### src/pvtp_pkg.sv
// Shared constants for the panel video timing packer
package pvtp_pkg;
  // ----------------------------------------------------------------
  // Clock and times
  // ----------------------------------------------------------------
  localparam int unsigned CLK_KHZ = 250000;
  localparam int unsigned STARTUP_MS = 3000;
  localparam int unsigned STARTUP_CYC = STARTUP_MS * CLK_KHZ / 1000 * 1000;
  localparam int unsigned COMP_MS = 5000;
  localparam int unsigned COMP_CYC = COMP_MS * (CLK_KHZ / 1000) * 1000;
  localparam int unsigned LOSS_US = 4000;
  localparam int unsigned LOSS_CYC = LOSS_US * (CLK_KHZ / 1000);
  // ----------------------------------------------------------------
  // Line and frame timing, in pixel clocks and lines
  // ----------------------------------------------------------------
  localparam int unsigned LANES = 4;
  localparam int unsigned WORD_W = 32;
  localparam int unsigned PIX_W = 30;
  localparam logic [9:0] H_ACTIVE = 10'd480;
  localparam logic [9:0] H_BLANK_MIN = 10'd60;
  localparam logic [9:0] H_BLANK_TYP = 10'd70;
  localparam logic [9:0] H_BLANK_MAX = 10'd100;
  localparam logic [10:0] V_ACTIVE = 11'd1080;
  localparam logic [10:0] V_BLANK_TYP = 11'd45;
  localparam logic [8:0] VB120_MIN = 9'd44;
  localparam logic [8:0] VB120_MAX = 9'd46;
  localparam logic [8:0] VB100_MIN = 9'd252;
  localparam logic [8:0] VB100_MAX = 9'd276;
  localparam int unsigned GAP_W = 18;
  // Frame gap in clocks: blank lines times line length plus one line blank
  // Worked in 32 bits first: the narrow operands would overflow on their own
  localparam logic [GAP_W-1:0] GAP120_MIN = GAP_W'(int'(VB120_MIN)
      * (int'(H_ACTIVE) + int'(H_BLANK_MIN)) + int'(H_BLANK_MIN));
  localparam logic [GAP_W-1:0] GAP120_MAX = GAP_W'(int'(VB120_MAX)
      * (int'(H_ACTIVE) + int'(H_BLANK_MAX)) + int'(H_BLANK_MAX));
  localparam logic [GAP_W-1:0] GAP100_MIN = GAP_W'(int'(VB100_MIN)
      * (int'(H_ACTIVE) + int'(H_BLANK_MIN)) + int'(H_BLANK_MIN));
  localparam logic [GAP_W-1:0] GAP100_MAX = GAP_W'(int'(VB100_MAX)
      * (int'(H_ACTIVE) + int'(H_BLANK_MAX)) + int'(H_BLANK_MAX));
  // ----------------------------------------------------------------
  // Output word layout: flags above the four pixels
  // ----------------------------------------------------------------
  localparam int unsigned OUT_W = LANES * PIX_W + 3;
  localparam int unsigned OUT_DE = LANES * PIX_W;
  localparam int unsigned OUT_LS = LANES * PIX_W + 1;
  localparam int unsigned OUT_FS = LANES * PIX_W + 2;
  localparam int unsigned FIFO_DEPTH = 4;
  typedef enum logic [1:0] {PVTP_SRC_BLACK, PVTP_SRC_PATTERN, PVTP_SRC_LIVE} pvtp_src_e;
endpackage : pvtp_pkg

### src/pvtp_stream_if.sv
// Valid/ready word stream between the packer and its FIFO
`timescale 1ns/1ps
interface pvtp_stream_if #(parameter int unsigned W = 8);
  logic valid;
  logic ready;
  logic [W-1:0] data;
  modport src (output valid, output data, input ready);
  modport snk (input valid, input data, output ready);
endinterface : pvtp_stream_if

### src/pvtp_fifo.sv
// Flip-flop FIFO with valid/ready on both sides
`timescale 1ns/1ps
module pvtp_fifo #(
  parameter int unsigned W = 8,
  parameter int unsigned DEPTH = 4
) (
  // Clock and reset
  input wire logic ref_clk,
  input wire logic rstn,
  // Streams
  pvtp_stream_if.snk wr,
  pvtp_stream_if.src rd
);
  localparam int unsigned AW = (DEPTH > 1) ? $clog2(DEPTH) : 1;
  if (DEPTH < 2 || (DEPTH & (DEPTH - 1)) != 0) begin : g_bad_depth
    $error("DEPTH must be a power of two >= 2");
  end
  logic [W-1:0] mem_r [DEPTH];
  logic [AW:0] wp_r;
  logic [AW:0] rp_r;
  logic full;
  logic empty;
  assign empty = (wp_r == rp_r);
  assign full = (wp_r[AW-1:0] == rp_r[AW-1:0]) && (wp_r[AW] != rp_r[AW]);
  assign wr.ready = !full;
  assign rd.valid = !empty;
  assign rd.data = mem_r[rp_r[AW-1:0]];
  always_ff @(posedge ref_clk) begin
    if (!rstn) begin
      wp_r <= '0;
    end else if (wr.valid && !full) begin
      mem_r[wp_r[AW-1:0]] <= wr.data;
      wp_r <= wp_r + 1'b1;
    end
  end
  always_ff @(posedge ref_clk) begin
    if (!rstn) begin
      rp_r <= '0;
    end else if (rd.ready && !empty) begin
      rp_r <= rp_r + 1'b1;
    end
  end
endmodule : pvtp_fifo

### src/pvtp_top.sv
// Panel video timing checker, unpacker and start-up/compensation control
`timescale 1ns/1ps
module pvtp_top #(
  parameter int unsigned STARTUP_CYCLES = pvtp_pkg::STARTUP_CYC,
  parameter int unsigned COMP_CYCLES = pvtp_pkg::COMP_CYC,
  parameter int unsigned LOSS_CYCLES = pvtp_pkg::LOSS_CYC,
  parameter int unsigned DEPTH = pvtp_pkg::FIFO_DEPTH
) (
  // Clock and reset
  input wire logic ref_clk,
  input wire logic rstn,
  // Video from the link receiver, one pixel clock per tick
  input wire logic vid_tick,
  input wire logic vid_de,
  input wire logic vid_hsync,
  input wire logic vid_vsync,
  input wire logic [pvtp_pkg::LANES*pvtp_pkg::WORD_W-1:0] vid_words,
  output logic vid_ready,
  // Pins
  input wire logic [1:0] pattern_sel_pins,
  input wire logic mains_present_input,
  input wire logic off_state_compensation,
  output logic comp_done,
  // Panel side stream
  output logic pan_valid,
  input wire logic pan_ready,
  output logic [pvtp_pkg::OUT_W-1:0] pan_word,
  // Status
  output logic video_ok,
  output logic startup_done,
  output logic err_active,
  output logic err_hblank,
  output logic err_frame
);
  import pvtp_pkg::*;
  if (STARTUP_CYCLES < 1 || COMP_CYCLES < 1 || LOSS_CYCLES < 1) begin : g_bad_counts
    $error("Counts must be >= 1");
  end

  // ----------------------------------------------------------------
  // Helpers
  // ----------------------------------------------------------------
  function automatic logic [PIX_W-1:0] unpack_word(input logic [WORD_W-1:0] w);
    unpack_word = {w[7:0], w[31:30], w[15:8], w[29:28], w[23:16], w[27:26]};
  endfunction : unpack_word

  function automatic logic gap_ok(input logic [GAP_W-1:0] g);
    gap_ok = (g >= GAP120_MIN && g <= GAP120_MAX) || (g >= GAP100_MIN && g <= GAP100_MAX);
  endfunction : gap_ok

  // ----------------------------------------------------------------
  // Pin synchronisers: a change counts once stages two and three agree
  // ----------------------------------------------------------------
  logic [3:0] s1_r;
  logic [3:0] s2_r;
  logic [3:0] s3_r;
  logic [3:0] pin_r;
  always_ff @(posedge ref_clk) begin
    if (!rstn) begin
      s1_r <= '0;
      s2_r <= '0;
      s3_r <= '0;
      pin_r <= '0;
    end else begin
      s1_r <= {pattern_sel_pins, mains_present_input, off_state_compensation};
      s2_r <= s1_r;
      s3_r <= s2_r;
      for (int i = 0; i < 4; i++) begin
        if (s2_r[i] == s3_r[i]) pin_r[i] <= s3_r[i];
      end
    end
  end

  // ----------------------------------------------------------------
  // Start-up black period
  // ----------------------------------------------------------------
  logic [31:0] start_cnt_r;
  always_ff @(posedge ref_clk) begin
    if (!rstn) begin
      start_cnt_r <= '0;
    end else if (start_cnt_r != STARTUP_CYCLES) begin
      start_cnt_r <= start_cnt_r + 32'h0000_0001;
    end
  end
  assign startup_done = (start_cnt_r == STARTUP_CYCLES);

  // ----------------------------------------------------------------
  // Off-state compensation handshake
  // ----------------------------------------------------------------
  logic [31:0] comp_cnt_r;
  logic comp_done_r;
  // Runs only while mains is present; a drop restarts it, since the host
  // is expected to keep the enable high and simply cycle power
  always_ff @(posedge ref_clk) begin
    if (!rstn) begin
      comp_cnt_r <= '0;
      comp_done_r <= 1'b0;
    end else if (!pin_r[0] || !pin_r[1]) begin
      comp_cnt_r <= '0;
      comp_done_r <= 1'b0;
    end else if (comp_cnt_r == COMP_CYCLES - 1) begin
      comp_done_r <= 1'b1;
    end else begin
      comp_cnt_r <= comp_cnt_r + 32'h0000_0001;
    end
  end
  assign comp_done = comp_done_r;

  // ----------------------------------------------------------------
  // Timing check, framed by display enable alone (syncs unused)
  // ----------------------------------------------------------------
  logic de_q_r;
  logic [9:0] act_cnt_r;
  logic [GAP_W-1:0] blank_cnt_r;
  logic [10:0] line_cnt_r;
  logic seen_frame_r;
  logic bad_r;
  logic err_act_r;
  logic err_hb_r;
  logic err_fr_r;
  logic frame_good_r;
  logic rise;
  logic fall;
  logic frame_edge;
  assign rise = vid_tick && vid_de && !de_q_r;
  assign fall = vid_tick && !vid_de && de_q_r;
  assign frame_edge = rise && (blank_cnt_r > GAP_W'(H_BLANK_MAX));
  always_ff @(posedge ref_clk) begin
    if (!rstn) begin
      de_q_r <= 1'b0;
      act_cnt_r <= '0;
      blank_cnt_r <= '0;
    end else if (vid_tick) begin
      de_q_r <= vid_de;
      if (vid_de) begin
        act_cnt_r <= de_q_r ? act_cnt_r + 10'h001 : 10'h001;
      end else if (&blank_cnt_r == 1'b0 || de_q_r) begin
        blank_cnt_r <= de_q_r ? GAP_W'(1) : blank_cnt_r + GAP_W'(1);
      end
    end
  end
  always_ff @(posedge ref_clk) begin
    if (!rstn) begin
      line_cnt_r <= '0;
      seen_frame_r <= 1'b0;
    end else if (frame_edge) begin
      line_cnt_r <= 11'h001;
      seen_frame_r <= 1'b1;
    end else if (rise) begin
      line_cnt_r <= line_cnt_r + 11'h001;
    end
  end
  // Line errors set their flags at once and mark the frame; frame results are published at the next frame edge
  always_ff @(posedge ref_clk) begin
    if (!rstn) begin
      bad_r <= 1'b0;
      err_act_r <= 1'b0;
      err_hb_r <= 1'b0;
      err_fr_r <= 1'b0;
      frame_good_r <= 1'b0;
    end else if (frame_edge) begin
      err_fr_r <= seen_frame_r && (line_cnt_r != V_ACTIVE || !gap_ok(blank_cnt_r));
      frame_good_r <= seen_frame_r && !bad_r && line_cnt_r == V_ACTIVE && gap_ok(blank_cnt_r);
      bad_r <= 1'b0;
    end else if (fall && act_cnt_r != H_ACTIVE) begin
      bad_r <= 1'b1;
      err_act_r <= 1'b1;
    end else if (rise && (blank_cnt_r < GAP_W'(H_BLANK_MIN))) begin
      bad_r <= 1'b1;
      err_hb_r <= 1'b1;
    end
  end
  assign err_active = err_act_r;
  assign err_hblank = err_hb_r;
  assign err_frame = err_fr_r;

  // ----------------------------------------------------------------
  // Loss of input
  // ----------------------------------------------------------------
  logic [31:0] idle_cnt_r;
  always_ff @(posedge ref_clk) begin
    if (!rstn) begin
      idle_cnt_r <= '0;
    end else if (vid_tick && vid_de) begin
      idle_cnt_r <= '0;
    end else if (idle_cnt_r != LOSS_CYCLES) begin
      idle_cnt_r <= idle_cnt_r + 32'h0000_0001;
    end
  end
  assign video_ok = frame_good_r && (idle_cnt_r != LOSS_CYCLES);

  // ----------------------------------------------------------------
  // Source choice and internal raster
  // ----------------------------------------------------------------
  pvtp_src_e src;
  always_comb begin
    if (!startup_done) src = PVTP_SRC_BLACK;
    else if (video_ok) src = PVTP_SRC_LIVE;
    else if (pin_r[3:2] == 2'b00) src = PVTP_SRC_BLACK;
    else src = PVTP_SRC_PATTERN;
  end

  pvtp_stream_if #(.W(OUT_W)) push_if ();
  pvtp_stream_if #(.W(OUT_W)) pop_if ();

  // Black and pattern frames are paced by FIFO acceptance, not by a pixel
  // clock, so their rate follows the panel side
  logic [9:0] gen_h_r;
  logic [10:0] gen_v_r;
  logic gen_step;
  logic gen_de;
  assign gen_step = (src != PVTP_SRC_LIVE) && push_if.ready;
  assign gen_de = (gen_h_r < H_ACTIVE) && (gen_v_r < V_ACTIVE);
  always_ff @(posedge ref_clk) begin
    if (!rstn || src == PVTP_SRC_LIVE) begin
      gen_h_r <= '0;
      gen_v_r <= '0;
    end else if (gen_step) begin
      if (gen_h_r == H_ACTIVE + H_BLANK_TYP - 10'h001) begin
        gen_h_r <= '0;
        gen_v_r <= (gen_v_r == V_ACTIVE + V_BLANK_TYP - 11'h001) ? '0 : gen_v_r + 11'h001;
      end else begin
        gen_h_r <= gen_h_r + 10'h001;
      end
    end
  end

  // ----------------------------------------------------------------
  // FIFO push: live words unpacked, or generated words
  // ----------------------------------------------------------------
  logic [LANES*PIX_W-1:0] live_pix;
  logic [LANES*PIX_W-1:0] gen_pix;
  always_comb begin
    for (int l = 0; l < LANES; l++) begin
      live_pix[l*PIX_W +: PIX_W] = unpack_word(vid_words[l*WORD_W +: WORD_W]);
      gen_pix[l*PIX_W +: PIX_W] = (src == PVTP_SRC_PATTERN && gen_de) ?
                                  {3{gen_h_r}} : '0;
    end
  end
  always_comb begin
    if (src == PVTP_SRC_LIVE) begin
      push_if.valid = vid_tick;
      push_if.data = {frame_edge, rise, vid_de, live_pix};
    end else begin
      push_if.valid = 1'b1;
      push_if.data = {gen_de && gen_h_r == 10'h000 && gen_v_r == 11'h000,
                      gen_de && gen_h_r == 10'h000, gen_de, gen_pix};
    end
  end
  // Live input is dropped while not shown, so the receiver never stalls then
  assign vid_ready = (src == PVTP_SRC_LIVE) ? push_if.ready : 1'b1;

  pvtp_fifo #(.W(OUT_W), .DEPTH(DEPTH)) u_fifo (
    .ref_clk(ref_clk),
    .rstn(rstn),
    .wr(push_if),
    .rd(pop_if)
  );

  // ----------------------------------------------------------------
  // Panel output register slice
  // ----------------------------------------------------------------
  logic pan_valid_r;
  logic [OUT_W-1:0] pan_word_r;
  assign pop_if.ready = !pan_valid_r || pan_ready;
  always_ff @(posedge ref_clk) begin
    if (!rstn) begin
      pan_valid_r <= 1'b0;
      pan_word_r <= '0;
    end else if (pop_if.ready) begin
      pan_valid_r <= pop_if.valid;
      if (pop_if.valid) pan_word_r <= pop_if.data;
    end
  end
  assign pan_valid = pan_valid_r;
  assign pan_word = pan_word_r;
endmodule : pvtp_top
### config.mk
export PLATFORM = sky130hd
export DESIGN_NAME = pvtp_top
export DESIGN_NICKNAME = d
export VERILOG_FILES = /design/src/pvtp_pkg.sv /design/src/pvtp_stream_if.sv /design/src/pvtp_fifo.sv /design/src/pvtp_top.sv
export SDC_FILE = /design/constraint.sdc
export NUM_CORES = 1
export LEC_CHECK = 0
export BUFFER_PORTS_ARGS = -buffer_cell sky130_fd_sc_hd__buf_2
export CAP_MARGIN = 25
export CORE_MARGIN = 1.5
export CORE_UTILIZATION = 60
export CTS_CLUSTER_SIZE = 20
export DETAILED_ROUTE_END_ITERATION = 12
export PLACE_DENSITY_LB_ADDON = 0.2
export SETUP_SLACK_MARGIN = 0.2
export SYNTH_ARGS = -nofsm -noshare
export SYNTH_HDL_FRONTEND = slang
export SYNTH_HIERARCHICAL = 1
export SYNTH_SLANG_ARGS = --single-unit
### constraint.sdc
create_clock -name ref_clk -period 6 [get_ports ref_clk]
set_input_delay 1.2 -clock ref_clk [delete_from_list [all_inputs] [get_ports ref_clk]]
set_output_delay 1.2 -clock ref_clk [all_outputs]
set_load 0.01 [all_outputs]
==> flow_metrics.env, run 1 <==
export IMPL_worst_ir_drop_vdd_uv=311
export IMPL_largest_family_of_logic_cells_by_synthesized_area="simple AND/OR/NAND/NOR gates"
export IMPL_timing_hold_worst_path_depth=1
export IMPL_clock_sinks=804
export IMPL_post_place_ws_ns=1.74
export IMPL_p_seq_frac=0.464
export IMPL_synth_compound_area_share=0.0519
export IMPL_report_final_slew_viol_count=0
export IMPL_critPathMaxFanout=71
export IMPL_dp_hpwl_um=43800
export IMPL_total_number_of_placement_rows=84
export IMPL_tritoncts="done"
export IMPL_max_frequency_ghz=0.212
export IMPL_final_net_count=2913
export IMPL_layout_filler_cells=3655
export IMPL_antenna_cells=0
export IMPL_finalWeightedCongestion=0.827
export IMPL_dominantRegCellSynth="sky130_fd_sc_hd__edfxtp_1"
export IMPL_grt_antenna_before_repair=0
export IMPL_synth_area_mux_share=0.0861
export IMPL_drive_gt1_frac=0.198
export IMPL_cts_htree_levels=3
export IMPL_critical_path_reg2reg_startpoint="start_cnt_r[0]"
export IMPL_final_antenna_net_count=0
export IMPL_drt_pre_antenna_iters=5
export IMPL_adder_cell_share_of_the_synthesized_area=0.00811
export IMPL_cts_buffers=80
export IMPL_rsz_0062_raised_after_global_routing="false"
export IMPL_avgViaCountPerCell=5.90
export IMPL_final_cycle_utilization_of_the_critical_path=0.786
export IMPL_p_sw_w=0.00455
export IMPL_placed_cell_area_sq_mm=0.0342
export IMPL_post_synth_inst_count=2514
export IMPL_postSynthRegisterBits=804
export IMPL_placement_io_buffers=259
export IMPL_final_period_minus_worst_setup_slack_ns=4.72
export IMPL_post_synth_xor_area_fraction=0.0335
export IMPL_reg2reg_depth=11
export IMPL_areaGrowthSynthToFinish_pct=13.8
export IMPL_detail_route_wl_per_cell_um=21.1
export IMPL_synth_area_per_cell_sq_um=12.9
export IMPL_rr_endpoint="u_fifo/mem_r[3][46]"
export IMPL_finalHoldViolCount=0
export IMPL_multi_input_area_sq_mm=0.0107
export IMPL_synth_most_common_cell="sky130_fd_sc_hd__nand2_1"
export IMPL_r2r_slack_ns=1.69
export IMPL_syn_num_nets=2674
export IMPL_core_area_sq_mm=0.0530
export IMPL_synth_cells_most_frequent="sky130_fd_sc_hd__nand2_1, sky130_fd_sc_hd__edfxtp_1, sky130_fd_sc_hd__dfxtp_1, sky130_fd_sc_hd__a21boi_0, sky130_fd_sc_hd__nor2_1"
export IMPL_sequential_fraction_of_the_synthesis_area=0.649
export IMPL_global_route_wire_length_before_repair_um=115000
export IMPL_post_place_cells=3357
export IMPL_cp_start_kind="flop"
export IMPL_setup_violations_final=0
export IMPL_design_portCount=270
export IMPL_floorplan_die_area_sq_mm=0.0554
export IMPL_combPwrFrac=0.217
export IMPL_fp_dieH_um=235
export IMPL_power_share_clock=0.319
export IMPL_post_cts_resize_count=0
export IMPL_crit_arrival_ns=3.52
export IMPL_layout_setup_ws_ns=1.28
export IMPL_yosys_area_top_type_share=0.456
export IMPL_ys_warn_count=6
export IMPL_clock_path_buffers=3
export IMPL_die_width_um=235
export IMPL_dr_first_iter_drc_count=1823
export IMPL_setup_total_negative_slack_ns=0
export IMPL_timing_worst_slew_pin_value_ns=1.03
export IMPL_worst_hold_launch="s1_r[1]"
export IMPL_max_slew_margin=0.313
export IMPL_cts_hold_fix_buffers=0
export IMPL_maximum_capacitance_violations=0
export IMPL_synthesis_area_sq_mm=0.0324
export IMPL_gr_total_overflow=0
export IMPL_grt_max_degree=96
export IMPL_synthArstFlopShare=0
export IMPL_synth_cell_types=68
export IMPL_root_buffer="sky130_fd_sc_hd__clkbuf_16"
export IMPL_grt_pass1_vias=20800
export IMPL_fin_skew_ns=0.0247
export IMPL_synth_area_top_cells="sky130_fd_sc_hd__edfxtp_1, sky130_fd_sc_hd__dfxtp_1, sky130_fd_sc_hd__mux4_2"
export IMPL_stdcell_area_sq_mm=0.0369
export IMPL_synth_top_cell_by_area="sky130_fd_sc_hd__edfxtp_1"
export IMPL_setup_worst_path_end_class="output port"
export IMPL_vias=20700
export IMPL_internal_dissipation_w=0.0110
export IMPL_start_util=0.612
export IMPL_path_clk_slew_ns=0.06
export IMPL_critPathRequiredTime_ns=4.80
export IMPL_swShare=0.292
export IMPL_p_leak_nw=13.6
export IMPL_power_density_mw_per_mm2=422
export IMPL_gr_usage_all_layers=0.269
export IMPL_drc=0
export IMPL_synthSimpleGateAreaFrac=0.148
export IMPL_critical_path_class="flop to output port"
export IMPL_register_area_sq_mm=0.0210
export IMPL_hold_end="s2_r[1]"
export IMPL_synth_edf_count=492
export IMPL_finalCoreUtilization=0.696
export IMPL_totalWireLength_um=73800
export IMPL_outcome="finished, final reports clean"
export IMPL_timing_hold_worst_class="flop to flop"
export IMPL_post_cts_setup_buffer_count=0
export IMPL_stdcell_count=3507
export IMPL_worstSkewPairLatency_ns=0.63
-- layout make-up --
class	count	area share
Clock inverter	27	0.00736
Timing Repair Buffer	282	0.0418
Multi-Input combinational cell	1547	0.289
Clock buffer	121	0.0643
Inverter	38	0.00387
Tap cell	688	0.0233
Sequential cell	804	0.570
-- cells in the final DEF, fill, tap and decap left out, types with 37 or more instances in the layout --
cell type	n
sky130_fd_sc_hd__edfxtp_1	492
sky130_fd_sc_hd__clkbuf_16	84
sky130_fd_sc_hd__nand2_1	554
sky130_fd_sc_hd__and2_1	64
sky130_fd_sc_hd__a21boi_0	132
sky130_fd_sc_hd__buf_2	258
sky130_fd_sc_hd__dfxtp_1	310
sky130_fd_sc_hd__xor2_1	68
sky130_fd_sc_hd__nand4_1	43
sky130_fd_sc_hd__nand3_1	63
sky130_fd_sc_hd__mux4_2	123
sky130_fd_sc_hd__inv_1	37
sky130_fd_sc_hd__nor2_1	131
sky130_fd_sc_hd__xnor2_1	54
-- registers in the layout, summed over array words and instances (netlist names), 3 cells and up, named ones only --
signal / flops
gen_h_r: 10
start_cnt_r: 32
u_fifo/rp_r: 3
u_fifo/wp_r: 3
s3_r: 4
line_cnt_r: 11
pan_word: 123
u_fifo/mem_r: 492
s2_r: 4
pin_r: 4
comp_cnt_r: 32
blank_cnt_r: 18
gen_v_r: 11
idle_cnt_r: 32
s1_r: 4
act_cnt_r: 10
-- stage by stage --
stage               power, W  hold WS, ns
finish                0.0155        0.436
global route          0.0162        0.461
CTS                   0.0157        0.437
detailed placement    0.0107        0.424
global placement      0.0106        0.421
floorplan            0.00960        0.412
-- layer usage --
metal | track usage | up-vias | routed length [um] | part of all wire
met1 | 0.358 | 10300 | 29900 | 0.41
met5 | 0 | - | 0 | 0
met4 | 0.0997 | 0 | 2180 | 0.029
met2 | 0.449 | 768 | 36300 | 0.49
li1 | - | 9535 | - | -
met3 | 0.0442 | 122 | 5420 | 0.073
-- worst max path at each step --
stage | cells past startpoint | startpoint | slack (ns) | to
after global placement | 9 | start_cnt_r[24] | 1.80 | u_fifo/mem_r[3][69]
after CTS | 9 | start_cnt_r[0] | 1.21 | vid_ready
after global routing | 9 | start_cnt_r[0] | 1.08 | vid_ready
after detailed placement | 11 | start_cnt_r[0] | 1.74 | u_fifo/mem_r[3][66]
after floorplan | 10 | idle_cnt_r[0] | 0.59 | u_fifo/mem_r[3][0]
final | 9 | start_cnt_r[0] | 1.28 | vid_ready
-- worst max-delay path, stage by stage (launching register included) --
cell	delay (ns)
sky130_fd_sc_hd__dfxtp_1	0.35
sky130_fd_sc_hd__inv_1	0.08
sky130_fd_sc_hd__ha_1	0.13
sky130_fd_sc_hd__nor4bb_1	0.29
sky130_fd_sc_hd__nand3_1	0.09
sky130_fd_sc_hd__or3_1	0.41
sky130_fd_sc_hd__clkinv_1	0.23
sky130_fd_sc_hd__and3_4	0.84
sky130_fd_sc_hd__nand2b_1	0.26
sky130_fd_sc_hd__buf_2	0.21
-- cell families (layout without fill, tap and decap cells) --
group | count (synthesis) | count (layout)
AOI/OAI and AO/OA | 239 | 239
buffers and inverters | 163 | 468
muxes | 125 | 125
xor gates and xnor gates | 123 | 123
DFF | 804 | 804
and+or+nand+nor | 1039 | 1039
adders and majority gates | 21 | 21
-- power by group through the flow --
stage          logic, W  clock network [W]  registers (W)
6_report        0.00337            0.00496        0.00721
5_1_grt         0.00366            0.00525        0.00730
4_1_cts         0.00341            0.00503        0.00722
3_5_place_dp    0.00339                  0        0.00733
3_3_place_gp    0.00332                  0        0.00727
2_1_floorplan   0.00227                  0        0.00732
No activity file was read; power rests on OpenSTA's default activity.
==> run 2: changes to the inputs <==
==> constraint.sdc (replaced) <==
create_clock -name ref_clk -period 4.9 [get_ports ref_clk]
set_input_delay 0.98 -clock ref_clk [delete_from_list [all_inputs] [get_ports ref_clk]]
set_output_delay 0.98 -clock ref_clk [all_outputs]
set_load 0.01 [all_outputs]
==> run 2 against run 1 <==
First-iteration DRC count fell by 0.22%. Flip-flop and latch count did not move. Hold slack got worse by 0.00050 ns. Non-clock buffer count rose by 2. Power rose by 26%. Largest cell class unchanged. Highest routed layer unchanged.
==> flow_metrics.env, run 2 (synthesis gave the netlist of run 1 again) <==
export IMPL_outcome="finished, final reports clean"
export IMPL_start_point_of_the_critical_path="start_cnt_r[0]"
export IMPL_worst_hold_launch="s1_r[2]"
export IMPL_gr_total_overflow=0
export IMPL_largest_register_ff_count=492
export IMPL_worst_ir_drop_vdd_uv=403
export IMPL_totalWireLength_um=74700
export IMPL_fin_skew_ns=0.0305
export IMPL_vias=20700
export IMPL_placement_io_buffers=259
export IMPL_critPathMaxFanout=8
export IMPL_dp_hpwl_um=44200
export IMPL_avgViaCountPerCell=5.90
export IMPL_areaGrowthSynthToFinish_pct=14.6
export IMPL_root_buffer="sky130_fd_sc_hd__clkbuf_16"
export IMPL_power_density_mw_per_mm2=526
export IMPL_global_route_wire_length_before_repair_um=116000
export IMPL_crit_arrival_ns=2.70
export IMPL_tritoncts="done"
export IMPL_maximum_capacitance_violations=0
export IMPL_setup_violations_final=0
export IMPL_max_frequency_ghz=0.272
export IMPL_total_number_of_placement_rows=84
export IMPL_core_area_sq_mm=0.0530
export IMPL_critPathRequiredTime_ns=3.92
export IMPL_placed_cell_area_sq_mm=0.0343
export IMPL_post_cts_resize_count=0
export IMPL_cts_buffers=81
export IMPL_setup_worst_path_end_class="output port"
export IMPL_stdcell_area_sq_mm=0.0371
export IMPL_p_seq_frac=0.453
export IMPL_rsz_0062_raised_after_global_routing="false"
export IMPL_finalHoldViolCount=0
export IMPL_combPwrFrac=0.215
export IMPL_fp_dieH_um=235
export IMPL_layout_commonest_cell="sky130_fd_sc_hd__nand2_1"
export IMPL_cts_htree_levels=3
export IMPL_post_cts_setup_buffer_count=0
export IMPL_clock_path_buffers=3
export IMPL_design_portCount=270
export IMPL_cts_hold_fix_buffers=0
export IMPL_drive_gt1_frac=0.200
export IMPL_start_util=0.612
export IMPL_power_share_clock=0.332
export IMPL_drc=0
export IMPL_layout_filler_cells=3570
export IMPL_final_cycle_utilization_of_the_critical_path=0.752
export IMPL_drt_pre_antenna_iters=5
export IMPL_final_net_count=2916
export IMPL_final_antenna_net_count=0
export IMPL_grt_pass1_vias=20900
export IMPL_path_clk_slew_ns=0.06
export IMPL_critical_path_reg2reg_startpoint="u_fifo/wp_r[0]"
export IMPL_worstSkewPairLatency_ns=0.63
export IMPL_grt_antenna_before_repair=3
export IMPL_timing_hold_worst_class="flop to flop"
export IMPL_die_width_um=235
export IMPL_gr_usage_all_layers=0.272
export IMPL_setup_total_negative_slack_ns=0
export IMPL_report_final_slew_viol_count=0
export IMPL_max_slew_margin=0.346
export IMPL_reg2reg_depth=10
export IMPL_timing_worst_slew_pin_value_ns=0.981
export IMPL_grt_max_degree=129
export IMPL_detail_route_wl_per_cell_um=21.3
export IMPL_most_common_layout_cells="sky130_fd_sc_hd__nand2_1, sky130_fd_sc_hd__edfxtp_1, sky130_fd_sc_hd__dfxtp_1, sky130_fd_sc_hd__buf_2, sky130_fd_sc_hd__a21boi_0"
export IMPL_floorplan_die_area_sq_mm=0.0554
export IMPL_critical_path_class="flop to output port"
export IMPL_timing_hold_worst_path_depth=1
export IMPL_internal_dissipation_w=0.0139
export IMPL_dr_first_iter_drc_count=1819
export IMPL_swShare=0.287
export IMPL_finalWeightedCongestion=0.818
export IMPL_cp_start_kind="flop"
export IMPL_final_period_minus_worst_setup_slack_ns=3.68
export IMPL_clock_sinks=804
export IMPL_p_sw_w=0.00561
export IMPL_p_leak_nw=13.8
## run 2: metal layers
metal | vias to the layer above | GRT usage | wire length, um
li1 | 9549 | - | -
met1 | 10300 | 0.349 | 30500
met2 | 709 | 0.463 | 37000
met3 | 137 | 0.0485 | 4720
met4 | 0 | 0.107 | 2420
met5 | - | 0 | 0
## run 2: final timing paths
check                end  slack [ns]
min reg2reg      s2_r[2]        0.44
max reg2reg  gen_v_r[10]        1.42
max            vid_ready        1.22
min              s2_r[2]        0.44
## run 2: cell type report
class	instances	area, sq um	area share
Inverter	38	143	0.00384
Multi-Input combinational cell	1547	10700	0.287
Clock inverter	35	552	0.0149
Sequential cell	804	21000	0.566
Clock buffer	112	2260	0.0610
Antenna cell	3	7.51	0.000202
Timing Repair Buffer	284	1620	0.0435
Tap cell	688	861	0.0232
## run 2: power by group through the flow
stage,Combinational [W],Clock (W),Sequential [W]
finish,0.00420,0.00649,0.00885
global route,0.00455,0.00684,0.00895
CTS,0.00425,0.00656,0.00885
detailed placement,0.00420,0,0.00898
global placement,0.00414,0,0.00890
floorplan,0.00278,0,0.00891
## run 2: metrics by stage
stage / total power (W) / setup slack [ns] / std cells / hold slack, ns / utilization
2_1_floorplan: 0.0117 / 0.855 / 2514 / 0.412 / -
4_1_cts: 0.0197 / 1.18 / 3508 / 0.442 / 0.701
5_1_grt: 0.0203 / 1.07 / 3511 / 0.464 / 0.701
3_5_place_dp: 0.0132 / 1.50 / 3361 / 0.425 / 0.648
6_report: 0.0195 / 1.22 / 3511 / 0.436 / 0.701
3_3_place_gp: 0.0130 / 1.54 / 3361 / 0.426 / 0.648
## run 2: worst max-delay path, stage by stage (launching register included)
cell and delay, ns:
sky130_fd_sc_hd__dfxtp_1 0.35, sky130_fd_sc_hd__inv_1 0.07, sky130_fd_sc_hd__ha_1 0.15, sky130_fd_sc_hd__nor4bb_1 0.29, sky130_fd_sc_hd__nand3_1 0.10, sky130_fd_sc_hd__or3_1 0.41, sky130_fd_sc_hd__clkinv_1 0.24, sky130_fd_sc_hd__and3_4 0.27
sky130_fd_sc_hd__nand2b_1 0.05, sky130_fd_sc_hd__buf_2 0.15
==> run 3: changes to the inputs <==
--- a/config.mk
+++ b/config.mk
@@ -8,7 +8,7 @@
 export BUFFER_PORTS_ARGS = -buffer_cell sky130_fd_sc_hd__buf_2
 export CAP_MARGIN = 25
 export CORE_MARGIN = 1.5
-export CORE_UTILIZATION = 60
+export CORE_UTILIZATION = 54
 export CTS_CLUSTER_SIZE = 20
 export DETAILED_ROUTE_END_ITERATION = 12
 export PLACE_DENSITY_LB_ADDON = 0.2
==> constraint.sdc (replaced) <==
create_clock -name ref_clk -period 3.3 [get_ports ref_clk]
set_input_delay 0.66 -clock ref_clk [delete_from_list [all_inputs] [get_ports ref_clk]]
set_output_delay 0.66 -clock ref_clk [all_outputs]
set_load 0.01 [all_outputs]
==> run 3 against run 2 <==
The flow now finishes with violations (DRC). Flip-flop and latch count unchanged. Utilization down 6.4 points. Worst setup slack got worse by 0.95 ns. Hold slack lost 0.19 ns. Critical path type unchanged. Largest cell class unchanged.
==> flow_metrics.env, run 3 (synthesis gave the netlist of run 1 again) <==
export IMPL_outcome="complete, but fails checks"
export IMPL_violated_checks="DRC"
export IMPL_placement_io_buffers=259
export IMPL_dp_hpwl_um=45500
export IMPL_layout_setup_ws_ns=0.267
export IMPL_tritoncts="done"
export IMPL_fp_dieH_um=248
export IMPL_final_net_count=2945
export IMPL_internal_dissipation_w=0.0210
export IMPL_worst_ir_drop_vdd_uv=592
export IMPL_areaGrowthSynthToFinish_pct=16.3
export IMPL_rsz_0062_raised_after_global_routing="false"
export IMPL_crit_arrival_ns=2.37
export IMPL_totalWireLength_um=74300
export IMPL_finalHoldViolCount=0
export IMPL_setup_violations_final=0
export IMPL_final_period_minus_worst_setup_slack_ns=3.03
export IMPL_core_area_sq_mm=0.0591
export IMPL_clock_path_buffers=3
export IMPL_drt_pre_antenna_iters=9
export IMPL_most_common_layout_cells="sky130_fd_sc_hd__nand2_1, sky130_fd_sc_hd__edfxtp_1, sky130_fd_sc_hd__dfxtp_1, sky130_fd_sc_hd__buf_2, sky130_fd_sc_hd__a21boi_0"
export IMPL_register_area_sq_mm=0.0210
export IMPL_post_place_ws_ns=0.336
export IMPL_finalCoreUtilization=0.637
export IMPL_combPwrFrac=0.222
export IMPL_dr_first_iter_drc_count=1480
export IMPL_power_density_mw_per_mm2=780
export IMPL_cpMaxStageDelayCell="sky130_fd_sc_hd__or3_4"
export IMPL_cts_htree_levels=3
export IMPL_power_share_clock=0.334
export IMPL_max_frequency_ghz=0.330
export IMPL_multi_input_area_sq_mm=0.0107
export IMPL_crit_buf_inv=2
export IMPL_drive_gt1_frac=0.215
export IMPL_worstSkewPairLatency_ns=0.62
export IMPL_path_clk_slew_ns=0.06
export IMPL_die_width_um=248
export IMPL_cts_buffers=83
export IMPL_total_number_of_placement_rows=89
export IMPL_drc=14
export IMPL_vias=20600
export IMPL_clock_sinks=804
export IMPL_global_route_wire_length_before_repair_um=115000
export IMPL_critPathMaxFanout=4
export IMPL_grt_pass1_vias=20900
export IMPL_critPathRequiredTime_ns=2.64
export IMPL_p_leak_nw=14.0
export IMPL_start_util=0.548
export IMPL_p_seq_frac=0.444
export IMPL_floorplan_die_area_sq_mm=0.0615
export IMPL_gr_total_overflow=0
export IMPL_timing_critical_path_cells="nor4_2, nand3_1, or3_4, inv_2, and3_4, nand2b_4, buf_6"
export IMPL_slowest_delay_ns=0.41
export IMPL_cp_top_family="simple AND/OR/NAND/NOR gates"
export IMPL_grt_antenna_before_repair=5
export IMPL_max_slew_margin=0.396
export IMPL_timing_worst_slew_pin_value_ns=0.898
export IMPL_report_final_slew_viol_count=0
export IMPL_finalWeightedCongestion=0.823
export IMPL_maximum_capacitance_violations=0
export IMPL_avgViaCountPerCell=5.69
export IMPL_p_sw_w=0.00840
export IMPL_cp_start_kind="flop"
export IMPL_fin_skew_ns=0.0310
export IMPL_root_buffer="sky130_fd_sc_hd__clkbuf_16"
export IMPL_timing_hold_worst_class="input port to flop"
export IMPL_grt_max_degree=99
export IMPL_final_antenna_net_count=0
export IMPL_largest_register_ff_count=492
export IMPL_setup_worst_path_end_class="output port"
export IMPL_critical_path_class="flop to output port"
export IMPL_final_cycle_utilization_of_the_critical_path=0.919
export IMPL_design_portCount=270
export IMPL_gr_usage_all_layers=0.246
export IMPL_setup_total_negative_slack_ns=0
export IMPL_detail_route_wl_per_cell_um=20.5
export IMPL_layout_commonest_cell="sky130_fd_sc_hd__nand2_1"
export IMPL_layout_filler_cells=4376
export IMPL_swShare=0.286
==> run 3: changes by cell type in the layout (fill, tap and decap cells not counted), moves of 3 or more <==
cell,previous run,this run
sky130_fd_sc_hd__clkinv_1,2,7
sky130_fd_sc_hd__inv_2,0,3
sky130_fd_sc_hd__dfxtp_1,310,306
sky130_fd_sc_hd__clkinvlp_4,2,5
sky130_fd_sc_hd__buf_12,10,18
sky130_fd_sc_hd__clkbuf_16,82,85
sky130_fd_sc_hd__clkbuf_1,20,14
sky130_fd_sc_hd__buf_4,15,35
sky130_fd_sc_hd__dfxtp_2,0,3
==> run 3: final timing paths <==
| check | startpoint | to | slack [ns] | cells after the start |
|---|---|---|---|---|
| worst max-delay path | start_cnt_r[3] | vid_ready | 0.27 | 7 |
| worst min-delay path | pattern_sel_pins[1] | s1_r[3] | 0.24 | 2 |
| worst max register to register | gen_v_r[7] | u_fifo/mem_r[1][94] | 0.31 | 7 |
| worst min register to register | s1_r[3] | s2_r[3] | 0.43 | 1 |
==> run 3: layer usage <==
layer	wire (um)	up-vias	GRT usage
met3	4810	116	0.0451
met2	38000	566	0.430
met4	1690	8	0.0738
li1	-	9619	-
met1	29700	10300	0.311
met5	59	-	0
==> run 3: layout make-up <==
cell class,count,area share
Sequential cell,804,0.558
Multi-Input combinational cell,1547,0.285
Clock buffer,108,0.0611
Timing Repair Buffer,311,0.0510
Tap cell,773,0.0257
Clock inverter,45,0.0158
Inverter,38,0.00378
Antenna cell,1,0.0000664
==> run 3: worst reg2reg max path, cell delays in order, from the launching register on <==
cell                        delay [ns]
sky130_fd_sc_hd__dfxtp_1          0.32
sky130_fd_sc_hd__or3_4            0.40
sky130_fd_sc_hd__o31a_1           0.26
sky130_fd_sc_hd__or3_4            0.41
sky130_fd_sc_hd__a2111oi_4        0.38
sky130_fd_sc_hd__buf_4            0.27
sky130_fd_sc_hd__nand2_2          0.46
sky130_fd_sc_hd__nand2_1          0.32
==> run 3: power by group through the flow <==
stage,Clock [W],Combinational (W),Sequential [W]
floorplan,0,0.00415,0.0132
detailed placement,0,0.00658,0.0133
global placement,0,0.00649,0.0132
CTS,0.00998,0.00663,0.0131
global route,0.0104,0.00712,0.0132
finish,0.00982,0.00652,0.0131
==> run 3: metrics by stage <==
stage	std cells	power, W	cell area, sq um	hold slack [ns]
after CTS	3625	0.0297	37600	0.221
after global routing	3627	0.0307	37700	0.227
after floorplan	2514	0.0173	32500	0.412
after detailed placement	3470	0.0199	34700	0.421
final	3627	0.0294	37700	0.244
after global placement	3470	0.0197	34700	0.421
==> run 3: repair_timing <==
action                                  CTS  global route
setup buffers                             2             1
endpoints found under the hold margin     0             0
hold buffers                              0             0
gates resized for setup                   4            10
pin swaps                                 0             2
endpoints found under the setup margin    1             1
